## src/hdl/pfs_pkg.sv

```systemverilog
// constants and types for the program flash self-access controller
package pfs_pkg;
  // register selects on the core register port
  localparam logic [2:0] SEL_ADDR_LOW = 3'h0;
  localparam logic [2:0] SEL_ADDR_HIGH = 3'h1;
  localparam logic [2:0] SEL_DATA_LOW = 3'h2;
  localparam logic [2:0] SEL_DATA_HIGH = 3'h3;
  localparam logic [2:0] SEL_CONTROL = 3'h4;
  localparam logic [2:0] SEL_UNLOCK_KEY = 3'h5;
  // control register bit positions
  localparam int BIT_SPACE = 7;
  localparam int BIT_WALLOW = 2;
  localparam int BIT_WR = 1;
  localparam int BIT_RD = 0;
  // unlock keys
  localparam logic [7:0] KEY_FIRST = 8'h55;
  localparam logic [7:0] KEY_SECOND = 8'hAA;
  // widths
  localparam int ADDR_W = 11;
  localparam int WORD_W = 14;
  localparam int ADDR_HI_W = ADDR_W - 8;
  localparam int DATA_HI_W = WORD_W - 8;
  // code protect encodings and protected segment starts
  localparam logic [1:0] CP_FULL = 2'h0;
  localparam logic [1:0] CP_UPPER_HALF = 2'h1;
  localparam logic [1:0] CP_TOP_PART = 2'h2;
  localparam logic [1:0] CP_NONE = 2'h3;
  localparam logic [ADDR_W-1:0] SEG_HALF = 11'h400;
  localparam logic [ADDR_W-1:0] SEG_TOP = 11'h700;
  // unlock sequence progress
  localparam logic [1:0] KEY_IDLE = 2'h0;
  localparam logic [1:0] KEY_GOT55 = 2'h1;
  localparam logic [1:0] KEY_GOTAA = 2'h2;
  // power-up timer
  localparam int CLK_HZ = 25000000;
  localparam int PWRT_TIME_MS = 72;
  localparam int PWRT_CYC_DEF = PWRT_TIME_MS * (CLK_HZ / 1000);
  localparam int PWRT_W = 21;

  typedef enum logic [5:0] {
    ST_IDLE = 6'b000001,
    ST_RD1 = 6'b000010,
    ST_RD2 = 6'b000100,
    ST_WR1 = 6'b001000,
    ST_WR2 = 6'b010000,
    ST_EEW = 6'b100000
  } pfs_state_e;

  typedef struct packed {
    pfs_state_e st;
    logic [1:0] key;
    logic [7:0] addr_lo;
    logic [7:0] addr_hi;
    logic [7:0] dat_lo;
    logic [7:0] dat_hi;
    logic space;
    logic wallow;
    logic wr;
    logic rd;
    logic done;
    logic stall;
    logic fl_rd;
    logic fl_wr;
    logic ee_req;
    logic [PWRT_W-1:0] pwrt_cnt;
    logic pwrt_run;
    logic ext_lock;
    logic ext_rw_en;
    logic ext_prog_en;
  } pfs_regs_s;
endpackage

```

## src/hdl/pfs_ctrl.sv

```systemverilog
// program flash self-access controller with write protection gating
`timescale 1ns/10ps
// Functional notes
// - read trigger fetches the word over two cycles into the data registers
// - data registers hold the fetched word until a new read or a software write
// - full or no code protection: flash writes allowed only with self-write permit
// - partial protection: write needs unprotected target and self-write permit
// - write starts only after keys 55h then AAh then trigger, write-allow set
// - flash write stalls the core for two cycles; clocks keep running
// - the two instructions after the trigger are ignored; software places no-ops
// - execution resumes at the third instruction after the trigger
// - write-allow is cleared at power-up
// - data EEPROM writes blocked while the power-up timer runs
// - self-write permit at zero refuses every self flash write
// - user code cannot change the self-write permit or configuration word
// - any code protection disables external read and write
// - internal data EEPROM access ignores the data code-protect bit
// - data code-protect at zero disables external program memory access
// - external program access returns only after bulk erase with protection removed; read/write returns at once
// - write end clears write trigger and sets the done flag, cleared by software
// - write trigger refused unless write-allow was set by an earlier write
module pfs_ctrl #(
  parameter int PWRT_CYC = pfs_pkg::PWRT_CYC_DEF
) (
  input wire logic CLK,
  input wire logic ARST_N,
  input wire logic CE,
  input wire logic REG_WE,
  input wire logic [2:0] REG_SEL,
  input wire logic [7:0] REG_WDATA,
  input wire logic DONE_CLR,
  input wire logic CFG_SELF_WRITE_PERMIT,
  input wire logic [1:0] CFG_CODE_PROT,
  input wire logic CFG_DATA_PROT_N,
  input wire logic BULK_ERASE_DONE,
  input wire logic [pfs_pkg::WORD_W-1:0] FL_RDATA,
  input wire logic EE_WR_DONE,
  output logic [7:0] ADDR_LOW,
  output logic [7:0] ADDR_HIGH,
  output logic [7:0] DATA_LOW,
  output logic [7:0] DATA_HIGH,
  output logic [7:0] CONTROL,
  output logic WRITE_DONE_FLAG,
  output logic CPU_STALL,
  output logic [pfs_pkg::ADDR_W-1:0] FL_ADDR,
  output logic [pfs_pkg::WORD_W-1:0] FL_WDATA,
  output logic FL_RD,
  output logic FL_WR,
  output logic EE_WR_REQ,
  output logic PWRT_RUNNING,
  output logic EXT_RW_EN,
  output logic EXT_PROG_EN
);
  import pfs_pkg::*;

  pfs_regs_s r;
  pfs_regs_s n;
  logic [ADDR_W-1:0] waddr;
  logic ctl_we;
  logic key_we;
  logic trig_wr;
  logic trig_rd;
  logic flash_start;
  logic ee_start;

  // ---------------------------------------------
  // write permission for a flash word
  // ---------------------------------------------
  function automatic logic flash_permit(input logic [ADDR_W-1:0] a, input logic [1:0] cp,
                                        input logic permit);
    logic ok;
    ok = 1'b0;
    if (permit) begin
      case (cp)
        CP_FULL, CP_NONE: ok = 1'b1;
        CP_UPPER_HALF: ok = (a < SEG_HALF);
        CP_TOP_PART: ok = (a < SEG_TOP);
        default: ok = 1'b0;
      endcase
    end
    return ok;
  endfunction

  assign waddr = {r.addr_hi[ADDR_HI_W-1:0], r.addr_lo};

  // ---------------------------------------------
  // register writes and triggers
  // ---------------------------------------------
  always_comb begin
    // the core is halted while stalled, so its writes are ignored
    ctl_we = REG_WE && !r.stall && (REG_SEL == SEL_CONTROL);
    key_we = REG_WE && !r.stall && (REG_SEL == SEL_UNLOCK_KEY);
    // trigger only counts the write-allow held before this write
    trig_wr = ctl_we && REG_WDATA[BIT_WR] && r.wallow && !r.wr && (r.key == KEY_GOTAA)
              && (r.st == ST_IDLE);
    trig_rd = ctl_we && REG_WDATA[BIT_RD] && REG_WDATA[BIT_SPACE] && (r.st == ST_IDLE);
    flash_start = trig_wr && REG_WDATA[BIT_SPACE]
                  && flash_permit(waddr, CFG_CODE_PROT, CFG_SELF_WRITE_PERMIT);
    // data writes ignore the data code-protect bit, only the power-up timer blocks
    ee_start = trig_wr && !REG_WDATA[BIT_SPACE] && !r.pwrt_run;
  end

  // ---------------------------------------------
  // next state
  // ---------------------------------------------
  always_comb begin
    n = r;
    n.fl_rd = 1'b0;
    n.fl_wr = 1'b0;
    n.ee_req = 1'b0;
    if (REG_WE && !r.stall) begin
      case (REG_SEL)
        SEL_ADDR_LOW: n.addr_lo = REG_WDATA;
        SEL_ADDR_HIGH: n.addr_hi = {{(8-ADDR_HI_W){1'b0}}, REG_WDATA[ADDR_HI_W-1:0]};
        SEL_DATA_LOW: n.dat_lo = REG_WDATA;
        SEL_DATA_HIGH: n.dat_hi = {{(8-DATA_HI_W){1'b0}}, REG_WDATA[DATA_HI_W-1:0]};
        SEL_CONTROL: begin
          n.space = REG_WDATA[BIT_SPACE];
          n.wallow = REG_WDATA[BIT_WALLOW];
        end
        default: ;
      endcase
    end
    // unlock keys must arrive back to back, any other write breaks the sequence
    if (REG_WE && !r.stall) begin
      if (key_we && REG_WDATA == KEY_FIRST) begin
        n.key = KEY_GOT55;
      end else if (key_we && REG_WDATA == KEY_SECOND && r.key == KEY_GOT55) begin
        n.key = KEY_GOTAA;
      end else begin
        n.key = KEY_IDLE;
      end
    end
    case (r.st)
      ST_IDLE: begin
        if (trig_rd) begin
          n.rd = 1'b1;
          n.fl_rd = 1'b1;
          n.st = ST_RD1;
        end else if (flash_start) begin
          n.wr = 1'b1;
          n.stall = 1'b1;
          n.fl_wr = 1'b1;
          n.st = ST_WR1;
        end else if (ee_start) begin
          n.wr = 1'b1;
          n.ee_req = 1'b1;
          n.st = ST_EEW;
        end
      end
      ST_RD1: begin
        n.fl_rd = 1'b1;
        n.st = ST_RD2;
      end
      ST_RD2: begin
        n.dat_lo = FL_RDATA[7:0];
        n.dat_hi = {{(8-DATA_HI_W){1'b0}}, FL_RDATA[WORD_W-1:8]};
        n.rd = 1'b0;
        n.st = ST_IDLE;
      end
      ST_WR1: begin
        n.fl_wr = 1'b1;
        n.st = ST_WR2;
      end
      ST_WR2: begin
        n.stall = 1'b0;
        n.wr = 1'b0;
        n.done = 1'b1;
        n.st = ST_IDLE;
      end
      ST_EEW: begin
        if (EE_WR_DONE) begin
          n.wr = 1'b0;
          n.done = 1'b1;
          n.st = ST_IDLE;
        end
      end
      default: n.st = ST_IDLE;
    endcase
    // software clear loses against a completion in the same cycle
    if (DONE_CLR && !((r.st == ST_WR2) || (r.st == ST_EEW && EE_WR_DONE))) begin
      n.done = 1'b0;
    end
    if (r.pwrt_run) begin
      if (r.pwrt_cnt == PWRT_W'(PWRT_CYC - 1)) begin
        n.pwrt_run = 1'b0;
      end else begin
        n.pwrt_cnt = r.pwrt_cnt + 1'b1;
      end
    end
    // configuration bits are inputs only; no path from the core changes them
    if (!CFG_DATA_PROT_N) begin
      n.ext_lock = 1'b1;
    end else if (BULK_ERASE_DONE && CFG_CODE_PROT == CP_NONE) begin
      n.ext_lock = 1'b0;
    end
    n.ext_rw_en = (CFG_CODE_PROT == CP_NONE) && CFG_DATA_PROT_N;
    n.ext_prog_en = (CFG_CODE_PROT == CP_NONE) && CFG_DATA_PROT_N && !n.ext_lock;
  end

  // ---------------------------------------------
  // state register
  // ---------------------------------------------
  always_ff @(posedge CLK or negedge ARST_N) begin
    if (!ARST_N) begin
      r <= '0;
      r.st <= ST_IDLE;
      r.wallow <= 1'b0;
      r.pwrt_run <= 1'b1;
    end else if (CE) begin
      r <= n;
    end
  end

  // ---------------------------------------------
  // outputs
  // ---------------------------------------------
  assign ADDR_LOW = r.addr_lo;
  assign ADDR_HIGH = r.addr_hi;
  assign DATA_LOW = r.dat_lo;
  assign DATA_HIGH = r.dat_hi;
  assign CONTROL = {r.space, 4'h0, r.wallow, r.wr, r.rd};
  assign WRITE_DONE_FLAG = r.done;
  assign CPU_STALL = r.stall;
  assign FL_ADDR = waddr;
  assign FL_WDATA = {r.dat_hi[DATA_HI_W-1:0], r.dat_lo};
  assign FL_RD = r.fl_rd;
  assign FL_WR = r.fl_wr;
  assign EE_WR_REQ = r.ee_req;
  assign PWRT_RUNNING = r.pwrt_run;
  assign EXT_RW_EN = r.ext_rw_en;
  assign EXT_PROG_EN = r.ext_prog_en;
endmodule // pfs_ctrl

```

## config.mk

```make
export PLATFORM = sky130hd
export DESIGN_NAME = pfs_ctrl
export DESIGN_NICKNAME = d
export VERILOG_FILES = /design/src/hdl/pfs_pkg.sv /design/src/hdl/pfs_ctrl.sv
export SDC_FILE = /design/constraint.sdc
export NUM_CORES = 1
export LEC_CHECK = 0
export BUFFER_PORTS_ARGS = -buffer_cell sky130_fd_sc_hd__buf_2
export CELL_PAD_IN_SITES_DETAIL_PLACEMENT = 0
export CELL_PAD_IN_SITES_GLOBAL_PLACEMENT = 2
export CORE_ASPECT_RATIO = 0.5
export CORE_UTILIZATION = 32
export CTS_CLUSTER_SIZE = 14
export DETAILED_ROUTE_END_ITERATION = 6
export PLACE_DENSITY_LB_ADDON = 0.25
export SLEW_MARGIN = 20
export SYNTH_ARGS = -nofsm -noshare
export SYNTH_HDL_FRONTEND = slang
export SYNTH_SLANG_ARGS = --single-unit
```

## constraint.sdc

```tcl
create_clock -name CLK -period 2.35 [get_ports CLK]
set_input_delay 0.47 -clock CLK [delete_from_list [all_inputs] [get_ports CLK]]
set_output_delay 0.47 -clock CLK [all_outputs]
set_load 0.02 [all_outputs]
```

==> flow_metrics.env, run 1 <==
export IMPL_stdcell_area_um2=4390
export IMPL_coreArea_um2=11400
export IMPL_post_route_period_util_pct=90.2
export IMPL_cts_htree_levels=3
export IMPL_synth_area_leaders="dfrtp_1, buf_4, mux2_2, xnor2_1, a22oi_1"
export IMPL_cts_tree="done"
export IMPL_io_pins=109
export IMPL_crit_arrival_ns=2.33
export IMPL_cts_root_buf="clkbuf_16"
export IMPL_dp_hpwl_um=6650
export IMPL_synthFlopType="dfrtp_1"
export IMPL_gr_total_overflow=0
export IMPL_viasPerCell=4.68
export IMPL_synth_distinct_cells=65
export IMPL_area_growth_pct=14.1
export IMPL_min_period_ns=2.12
export IMPL_multiInputGateArea_um2=1590
export IMPL_place_area_um2=4100
export IMPL_clock_sinks=67
export IMPL_antenna_cells=0
export IMPL_drv_slew=0
export IMPL_drt_initial_drc_count=94
export IMPL_cts_resized=0
export IMPL_syn_inst=366
export IMPL_end_kind="flop"
export IMPL_mostFrequentLayoutCells="buf_2, dfrtp_1, nand2_1, xnor2_1"
export IMPL_grt_max_degree=25
export IMPL_hold_ws_ns=0.0665
export IMPL_slew_limit_headroom_pct=43.5
export IMPL_cts_buffers=9
export IMPL_ant_nets=0
export IMPL_p_per_area_nw_per_um2=791
export IMPL_fin_ws_ns=0.229
export IMPL_p_leak_nw=2.15
export IMPL_synth_warnings=0
export IMPL_cp_max_fo=20
export IMPL_clkTransAtPathRegs_ns=0.06
export IMPL_regArea_um2=1680
export IMPL_die_y_um=79.5
export IMPL_post_cts_buffers=0
export IMPL_synth_top_cell_by_area="dfrtp_1"
export IMPL_crit_required_ns=2.56
export IMPL_dieArea_um2=12500
export IMPL_gp_congestion=0.831
export IMPL_worstSetupPathType="reg -> reg"
export IMPL_final_common_cell="buf_2"
export IMPL_antenna_found_initial=0
export IMPL_syn_area_um2=3850
export IMPL_initial_core_util_pct=33.9
export IMPL_clock_latency_ns=0.33
export IMPL_routed_wirelength_um=8820
export IMPL_clock_path_buffers=2
export IMPL_ys_seq_elements=67
export IMPL_grt_total_usage_pct=14.9
export IMPL_grt_pass1_vias=2716
export IMPL_drive_gt1_share_pct=38.6
export IMPL_drt_first_pass_iters=4
export IMPL_async_flop_share_pct=100
export IMPL_hp_class="in -> async"
export IMPL_ir_drop_mv=0.287
export IMPL_portBuffers=97
export IMPL_final_hold_viol_count=0
export IMPL_startpoint_type="flop"
export IMPL_fin_skew_ns=0.00688
export IMPL_yosysSeqAreaShare_pct=43.6
export IMPL_rsz0062_at_grt="false"
export IMPL_setup_viol=0
export IMPL_syn_avg_cell_area_um2=10.5
export IMPL_synth_top_area_share_pct=42.3
export IMPL_drv_cap=0
export IMPL_die_w_um=157
export IMPL_num_rows=27
export IMPL_fill_cells=1162
export IMPL_synth_enable_flop_cells=0
export IMPL_final_util_pct=38.7
export IMPL_vias=2717
export IMPL_fmax_ghz=0.472
export IMPL_status="completed"
export IMPL_worst_pin_slew_ns=0.846
export IMPL_cts_hold_buf=0
export IMPL_fin_tns_setup_ns=0
export IMPL_route_detailed_drc=0
export IMPL_nNetsFinal=458
export IMPL_wl_per_cell_um=15.2
export IMPL_pre_cts_slack_ns=0.244
export IMPL_grt_pass1_wl_um=14200
==> flip-flops by register name, summed over array words and instances (netlist names) <==
| register | cells |
|---|---|
| ADDR_HIGH | 3 |
| PWRT_RUNNING | 1 |
| r | 30 |
| DATA_HIGH | 6 |
| EXT_RW_EN | 1 |
| FL_RD | 1 |
| ADDR_LOW | 8 |
| DATA_LOW | 8 |
| WRITE_DONE_FLAG | 1 |
| EXT_PROG_EN | 1 |
| CPU_STALL | 1 |
| FL_WR | 1 |
| EE_WR_REQ | 1 |
| CONTROL | 4 |
==> kinds of logic after synthesis <==
family | after synthesis | share of synthesized area (%)
AO/OA/AOI/OAI | 58 | 11.1
XOR/XNOR | 19 | 4.33
adder cells (fa/ha/maj) | 4 | 1.30
buffers and inverters | 87 | 16.1
flip-flops | 67 | 43.6
multiplexers | 18 | 5.37
other | 1 | 0.0975
AND/OR/NAND/NOR | 112 | 18.1
==> layout make-up <==
type | instances | share of cell area, %
Timing Repair Buffer | 108 | 13.5
Sequential cell | 67 | 38.2
Tap cell | 159 | 4.53
Multi-Input combinational cell | 222 | 36.1
Inverter | 10 | 0.855
Clock buffer | 13 | 5.93
Clock inverter | 2 | 0.798
==> worst max-delay path: stages (launching register included) <==
cell	delay, ns
dfrtp_1	0.43
or4_4	0.54
nor3b_2	0.32
buf_12	0.20
nor2b_1	0.19
a22oi_1	0.24
a21oi_2	0.08
==> report_power, final <==
group / switching (W) / leakage (nW) / internal [W] / total (W)
combinational: 0.000483 / 1.12 / 0.000294 / 0.000777
sequential: 0.0000862 / 0.887 / 0.00127 / 0.00135
clock: 0.000469 / 0.146 / 0.000872 / 0.00134
==> final timing paths <==
check,startpoint,end,slack [ns],cells after the start
max,r[69],DATA_HIGH[5],0.23,6
min,ARST_N,r[10],0.07,1
max reg2reg,r[69],DATA_HIGH[5],0.23,6
min reg2reg,r[24],r[24],0.46,1
max in group asynchronous,ARST_N,DATA_HIGH[0],1.71,2
min in group CLK,CFG_DATA_PROT_N,r[2],0.36,2
==> synthesized netlist by cell type (4+ instances only) <==
master	number
o21ai_1	8
ha_1	4
buf_4	66
nor2_1	11
o21ai_0	5
dfrtp_1	65
and3_1	13
nand3_1	14
xnor2_1	17
a21oi_2	6
nand2_1	22
mux2_2	14
nor2_2	5
a21oi_1	7
nand4_1	11
inv_1	10
a22oi_1	12
==> layer usage <==
metal / part of all wire, % / GRT usage, %
met1: 47 / 18.9
met2: 47 / 24.4
met3: 5.0 / 4.56
met4: 0.88 / 4.47
met5: 0 / 0
==> metrics by stage <==
stage / cells / power [W]
CTS: 581 / 0.00354
floorplan: 376 / 0.00211
global route: 581 / 0.00367
detailed placement: 566 / 0.00216
finish: 581 / 0.00347
global placement: 566 / 0.00215
Note: power is estimated with default switching activity, not from simulation.
==> run 2, diff against run 1 <==
Settings changed: ABC_AREA from default to 1, CORE_UTILIZATION 32 to 30, SKIP_LAST_GASP from default to 1, SLEW_MARGIN 20 to default.
==> flow_metrics.env, run 2 <==
export IMPL_post_cts_buffers=0
export IMPL_synth_distinct_cells=41
export IMPL_num_rows=30
export IMPL_gr_total_overflow=0
export IMPL_drv_slew=0
export IMPL_post_route_period_util_pct=74.8
export IMPL_hp_class="in -> async"
export IMPL_area_growth_pct=15.7
export IMPL_ant_nets=0
export IMPL_portBuffers=97
export IMPL_path_cells="nor2_2 > nand3_1 > nor2_2 > inv_2 > o21ai_2 > nor2_1 > a31oi_1"
export IMPL_setup_viol=0
export IMPL_die_w_um=171
export IMPL_synth_enable_flop_cells=0
export IMPL_slowest_delay_ns=0.40
export IMPL_fin_skew_ns=0.00853
export IMPL_viasPerCell=4.45
export IMPL_reg2reg_depth=7
export IMPL_clock_latency_ns=0.34
export IMPL_path_buf_inv=1
export IMPL_nNetsFinal=640
export IMPL_grt_pass1_vias=3497
export IMPL_ir_drop_mv=0.355
export IMPL_synthFlopType="dfrtp_1"
export IMPL_grt_max_degree=28
export IMPL_dp_hpwl_um=8020
export IMPL_worst_pin_slew_ns=0.540
export IMPL_power_w=0.00434
export IMPL_fin_tns_setup_ns=0
export IMPL_p_leak_nw=2.40
export IMPL_startpoint_type="flop"
export IMPL_vias=3543
export IMPL_fin_ws_ns=0.591
export IMPL_r2r_start="r[68]"
export IMPL_io_pins=109
export IMPL_wl_per_cell_um=13.3
export IMPL_cts_root_buf="clkbuf_16"
export IMPL_drt_first_pass_iters=4
export IMPL_async_flop_share_pct=100
export IMPL_clkTransAtPathRegs_ns=0.06
export IMPL_route_detailed_drc=0
export IMPL_final_hold_viol_count=0
export IMPL_ff2ff_setup_slack_ns=0.59
export IMPL_cp_common_cell="nor2_2"
export IMPL_instances_no_fill=797
export IMPL_final_util_pct=36.1
export IMPL_dieArea_um2=14700
export IMPL_cts_resized=0
export IMPL_synthTopCellsByCount="nand2_1, buf_4, dfrtp_1, nor2_1, inv_1"
export IMPL_synth_top_area_share_pct=38.1
export IMPL_routed_wirelength_um=10600
export IMPL_antenna_found_initial=0
export IMPL_grt_total_usage_pct=15.7
export IMPL_syn_avg_cell_area_um2=7.78
export IMPL_crit_required_ns=2.61
export IMPL_final_common_cell="nand2_1"
export IMPL_dp_cells=781
export IMPL_cts_buffers=9
export IMPL_coreArea_um2=13700
export IMPL_syn_inst=549
export IMPL_drt_initial_drc_count=138
export IMPL_drv_cap=0
export IMPL_clock_path_buffers=2
export IMPL_clock_sinks=67
export IMPL_synth_top_cell_by_area="dfrtp_1"
export IMPL_antenna_cells=0
export IMPL_cts_hold_buf=0
export IMPL_synth_warnings=0
export IMPL_pre_cts_slack_ns=0.512
export IMPL_crit_family="simple AND/OR/NAND/NOR gates"
export IMPL_status="completed"
export IMPL_rsz0062_at_grt="false"
export IMPL_p_per_area_nw_per_um2=879
export IMPL_drive_gt1_share_pct=26.6
export IMPL_fmax_ghz=0.569
export IMPL_max_flop_register="r"
export IMPL_yosysSeqAreaShare_pct=39.3
export IMPL_syn_area_um2=4270
export IMPL_end_kind="flop"
export IMPL_grt_pass1_wl_um=17700
export IMPL_worstSetupPathType="reg -> reg"
export IMPL_die_y_um=86.4
export IMPL_largest_reg_flops=30
export IMPL_cts_htree_levels=3
export IMPL_crit_path_top_delay_cell="dfstp_2"
export IMPL_initial_core_util_pct=31.2
export IMPL_crit_arrival_ns=2.02
export IMPL_slew_limit_headroom_pct=64.0
export IMPL_cp_max_fo=12
export IMPL_ys_seq_elements=67
export IMPL_mostFrequentLayoutCells="nand2_1, buf_2, dfrtp_1, nor2_1, inv_1"
export IMPL_cts_tree="done"
export IMPL_gp_congestion=0.802
export IMPL_r2r_end="DATA_HIGH[0]"
export IMPL_min_period_ns=1.76
export IMPL_synth_area_leaders="dfrtp_1, buf_4, nand2_1, nor2_1, nand3_1"
export IMPL_yosysMostFrequentCell="nand2_1"
-- run 2: final cells by class --
| cell class | count | area (um2) |
|---|---|---|
| tap | 192 | 240 |
| fill | 1458 | 8760 |
| sequential | 67 | 1680 |
| multi-input combinational | 367 | 1880 |
| inverter | 47 | 181 |
| clock buffer | 10 | 239 |
| timing repair buffer | 108 | 581 |
| clock inverter | 6 | 136 |
-- run 2: worst reg2reg max path, stage by stage, from the launching register on --
cell	delay, ns
dfstp_2	0.40
nor2_2	0.22
nand3_1	0.34
nor2_2	0.22
inv_2	0.07
o21ai_2	0.21
nor2_1	0.08
a31oi_1	0.15
-- run 2: per-stage QoR --
step           instance area [um2]  hold WS (ns)
6_report                      4940         0.112
5_1_grt                       4940         0.154
4_1_cts                       4940         0.135
3_3_place_gp                  4560         0.464
2_1_floorplan                 4310         0.174
3_5_place_dp                  4560         0.472
-- run 2: routing by layer --
layer | share of wire (%) | track usage (%) | vias to the layer above
li1 | - | - | 1815
met5 | 0 | 0 | -
met4 | 1.5 | 4.91 | 0
met1 | 49 | 20.2 | 1630
met2 | 44 | 25.9 | 86
met3 | 4.9 | 3.93 | 12
-- run 2: how the worst max path moves through the flow --
stage | start | to | slack, ns | depth (start not counted)
2_1_floorplan | CPU_STALL | r[69] | 0.80 | 10
3_3_place_gp | REG_WE | DATA_HIGH[3] | 0.56 | 7
3_5_place_dp | REG_WE | DATA_HIGH[1] | 0.51 | 7
4_1_cts | r[72] | DATA_HIGH[3] | 0.56 | 7
5_1_grt | r[69] | DATA_HIGH[5] | 0.28 | 7
6_report | r[68] | DATA_HIGH[0] | 0.59 | 7
-- run 2: power breakdown --
part / switching [W] / total (W) / internal (W)
clock: 0.000546 / 0.00172 / 0.00118
sequential: 0.000132 / 0.00145 / 0.00132
combinational: 0.000779 / 0.00117 / 0.000390
total: 0.00146 / 0.00434 / 0.00289
-- run 2: cells by family (layout without fill, tap and decap cells) --
| family | after synthesis | after routing | share of synthesized area [%] |
|---|---|---|---|
| AOI/OAI and AO/OA | 46 | 46 | 6.30 |
| other | 1 | 11 | 0.0878 |
| buffers and inverters | 125 | 171 | 17.5 |
| xor gates and xnor gates | 15 | 15 | 3.08 |
| muxes | 1 | 1 | 0.264 |
| and+or+nand+nor | 290 | 290 | 32.3 |
| adders and majority gates | 4 | 4 | 1.17 |
| DFF | 67 | 67 | 39.3 |
==> run 3, diff against run 2 <==
Settings changed: ABC_AREA 1 to 0, CORE_UTILIZATION 30 to 32.
Clock period 2.35 ns to 1.7 ns, I/O delays scaled along.
==> flow_metrics.env, run 3 (synthesis results as in run 1) <==
export IMPL_crit_family="simple AND/OR/NAND/NOR gates"
export IMPL_crit_required_ns=1.91
export IMPL_clock_path_buffers=2
export IMPL_final_common_cell="buf_2"
export IMPL_grt_max_degree=28
export IMPL_hold_ws_ns=0.232
export IMPL_ant_nets=0
export IMPL_gp_congestion=0.849
export IMPL_cp_max_fo=3
export IMPL_num_rows=27
export IMPL_grt_pass1_wl_um=15500
export IMPL_ir_drop_mv=0.503
export IMPL_grt_pass1_vias=3047
export IMPL_io_pins=109
export IMPL_antenna_cells=0
export IMPL_rsz0062_at_grt="true"
export IMPL_cts_root_buf="clkbuf_16"
export IMPL_crit_path_top_delay_cell="or4_4"
export IMPL_crit_arrival_ns=2.10
export IMPL_gr_total_overflow=0
export IMPL_end_kind="flop"
export IMPL_clock_latency_ns=0.33
export IMPL_power_w=0.00502
export IMPL_viasPerCell=4.62
export IMPL_path_cells="or4_4 > nor2_2 > a21boi_2 > a21oi_4 > mux2_4"
export IMPL_cts_htree_levels=3
export IMPL_fmax_ghz=0.528
export IMPL_clock_sinks=67
export IMPL_multiInputGateArea_um2=1880
export IMPL_route_detailed_drc=0
export IMPL_cts_buffers=9
export IMPL_clkTransAtPathRegs_ns=0.06
export IMPL_path_buf_inv=0
export IMPL_stdcell_area_um2=5250
export IMPL_p_leak_nw=2.56
export IMPL_min_period_ns=1.89
export IMPL_ff2ff_setup_slack_ns=-0.19
export IMPL_antenna_found_initial=0
export IMPL_drv_slew=0
export IMPL_fin_ws_ns=-0.192
export IMPL_dp_hpwl_um=7220
export IMPL_routed_wirelength_um=9880
export IMPL_coreArea_um2=11400
export IMPL_cts_tree="done"
export IMPL_final_hold_viol_count=0
export IMPL_die_w_um=157
export IMPL_drive_gt1_share_pct=56.3
export IMPL_drv_cap=0
export IMPL_vias=3009
export IMPL_initial_core_util_pct=33.9
export IMPL_portBuffers=97
export IMPL_hp_class="in -> reg"
export IMPL_hold_end="r[2]"
export IMPL_area_growth_pct=36.4
export IMPL_p_per_area_nw_per_um2=957
export IMPL_worstSetupPathType="reg -> reg"
export IMPL_reg2reg_depth=5
export IMPL_largest_reg_flops=30
export IMPL_drt_first_pass_iters=4
export IMPL_regArea_um2=1680
export IMPL_post_route_period_util_pct=111
export IMPL_slowest_delay_ns=0.58
export IMPL_status="complete, but fails checks"
export IMPL_die_y_um=79.5
export IMPL_drt_initial_drc_count=68
export IMPL_r2r_end="r[72]"
export IMPL_place_area_um2=4540
export IMPL_hp_start="CFG_DATA_PROT_N"
export IMPL_max_flop_register="r"
export IMPL_grt_total_usage_pct=16.4
export IMPL_r2r_start="r[70]"
export IMPL_mostFrequentLayoutCells="buf_2, dfrtp_1, buf_4, xnor2_1, nand2_1"
export IMPL_setup_viol=27
export IMPL_pre_cts_slack_ns=-0.366
export IMPL_dieArea_um2=12500
export IMPL_fill_cells=1107
export IMPL_instances_no_fill=651
export IMPL_violations="setup timing"
export IMPL_nNetsFinal=527
export IMPL_fin_skew_ns=0.00633
export IMPL_startpoint_type="flop"
export IMPL_dp_cells=622
export IMPL_min_path_cells=2
export IMPL_wl_per_cell_um=15.2
run 3: power by group:
| part | internal [W] | total, W | switching [W] |
|---|---|---|---|
| Sequential | 0.00175 | 0.00189 | 0.000136 |
| Clock | 0.00117 | 0.00187 | 0.000702 |
| Combinational | 0.000534 | 0.00126 | 0.000729 |
| Total | 0.00345 | 0.00502 | 0.00157 |
run 3: how the worst max path moves through the flow:
| stage | startpoint | end | slack, ns | cells past startpoint |
|---|---|---|---|---|
| CTS | r[66] | r[72] | -0.21 | 5 |
| detailed placement | r[68] | DATA_HIGH[3] | -0.37 | 6 |
| finish | r[70] | r[72] | -0.19 | 5 |
| global placement | r[68] | DATA_HIGH[5] | -0.25 | 6 |
| floorplan | r[70] | r[70] | -0.17 | 5 |
| global route | r[66] | r[70] | -0.26 | 5 |
run 3: cell type report:
| cell class | count | area share (%) |
|---|---|---|
| clock buffer | 11 | 4.62 |
| clock inverter | 5 | 1.00 |
| inverter | 10 | 0.715 |
| multi-input combinational | 223 | 35.8 |
| sequential | 67 | 32.0 |
| tap | 159 | 3.79 |
| timing repair buffer | 176 | 22.1 |
run 3: metrics by stage:
step	utilization (%)	TNS (ns)
after global placement	40.0	-5.42
after CTS	44.3	-2.91
after floorplan	-	-0.926
after global routing	46.2	-5.29
final	46.2	-3.34
after detailed placement	40.0	-6.09
run 3: per-layer routing:
metal	share of wire, %	vias to the layer above	GRT usage [%]	wire (um)
met2	49	57	28.8	4840
met4	0.50	0	3.50	49
met5	0	-	0	0
met1	47	1490	20.3	4680
li1	-	1457	-	-
met3	3.1	5	4.13	311
run 3: timing repair:
action                                  in CTS  in global routing
endpoints found under the setup margin      35                 46
gates cloned                                 2                  0
resized for setup                           32                 42
hold endpoints to repair                    14                  0
setup buffers                                4                  6
pin swaps                                   20                 15
hold buffers                                 1                  0
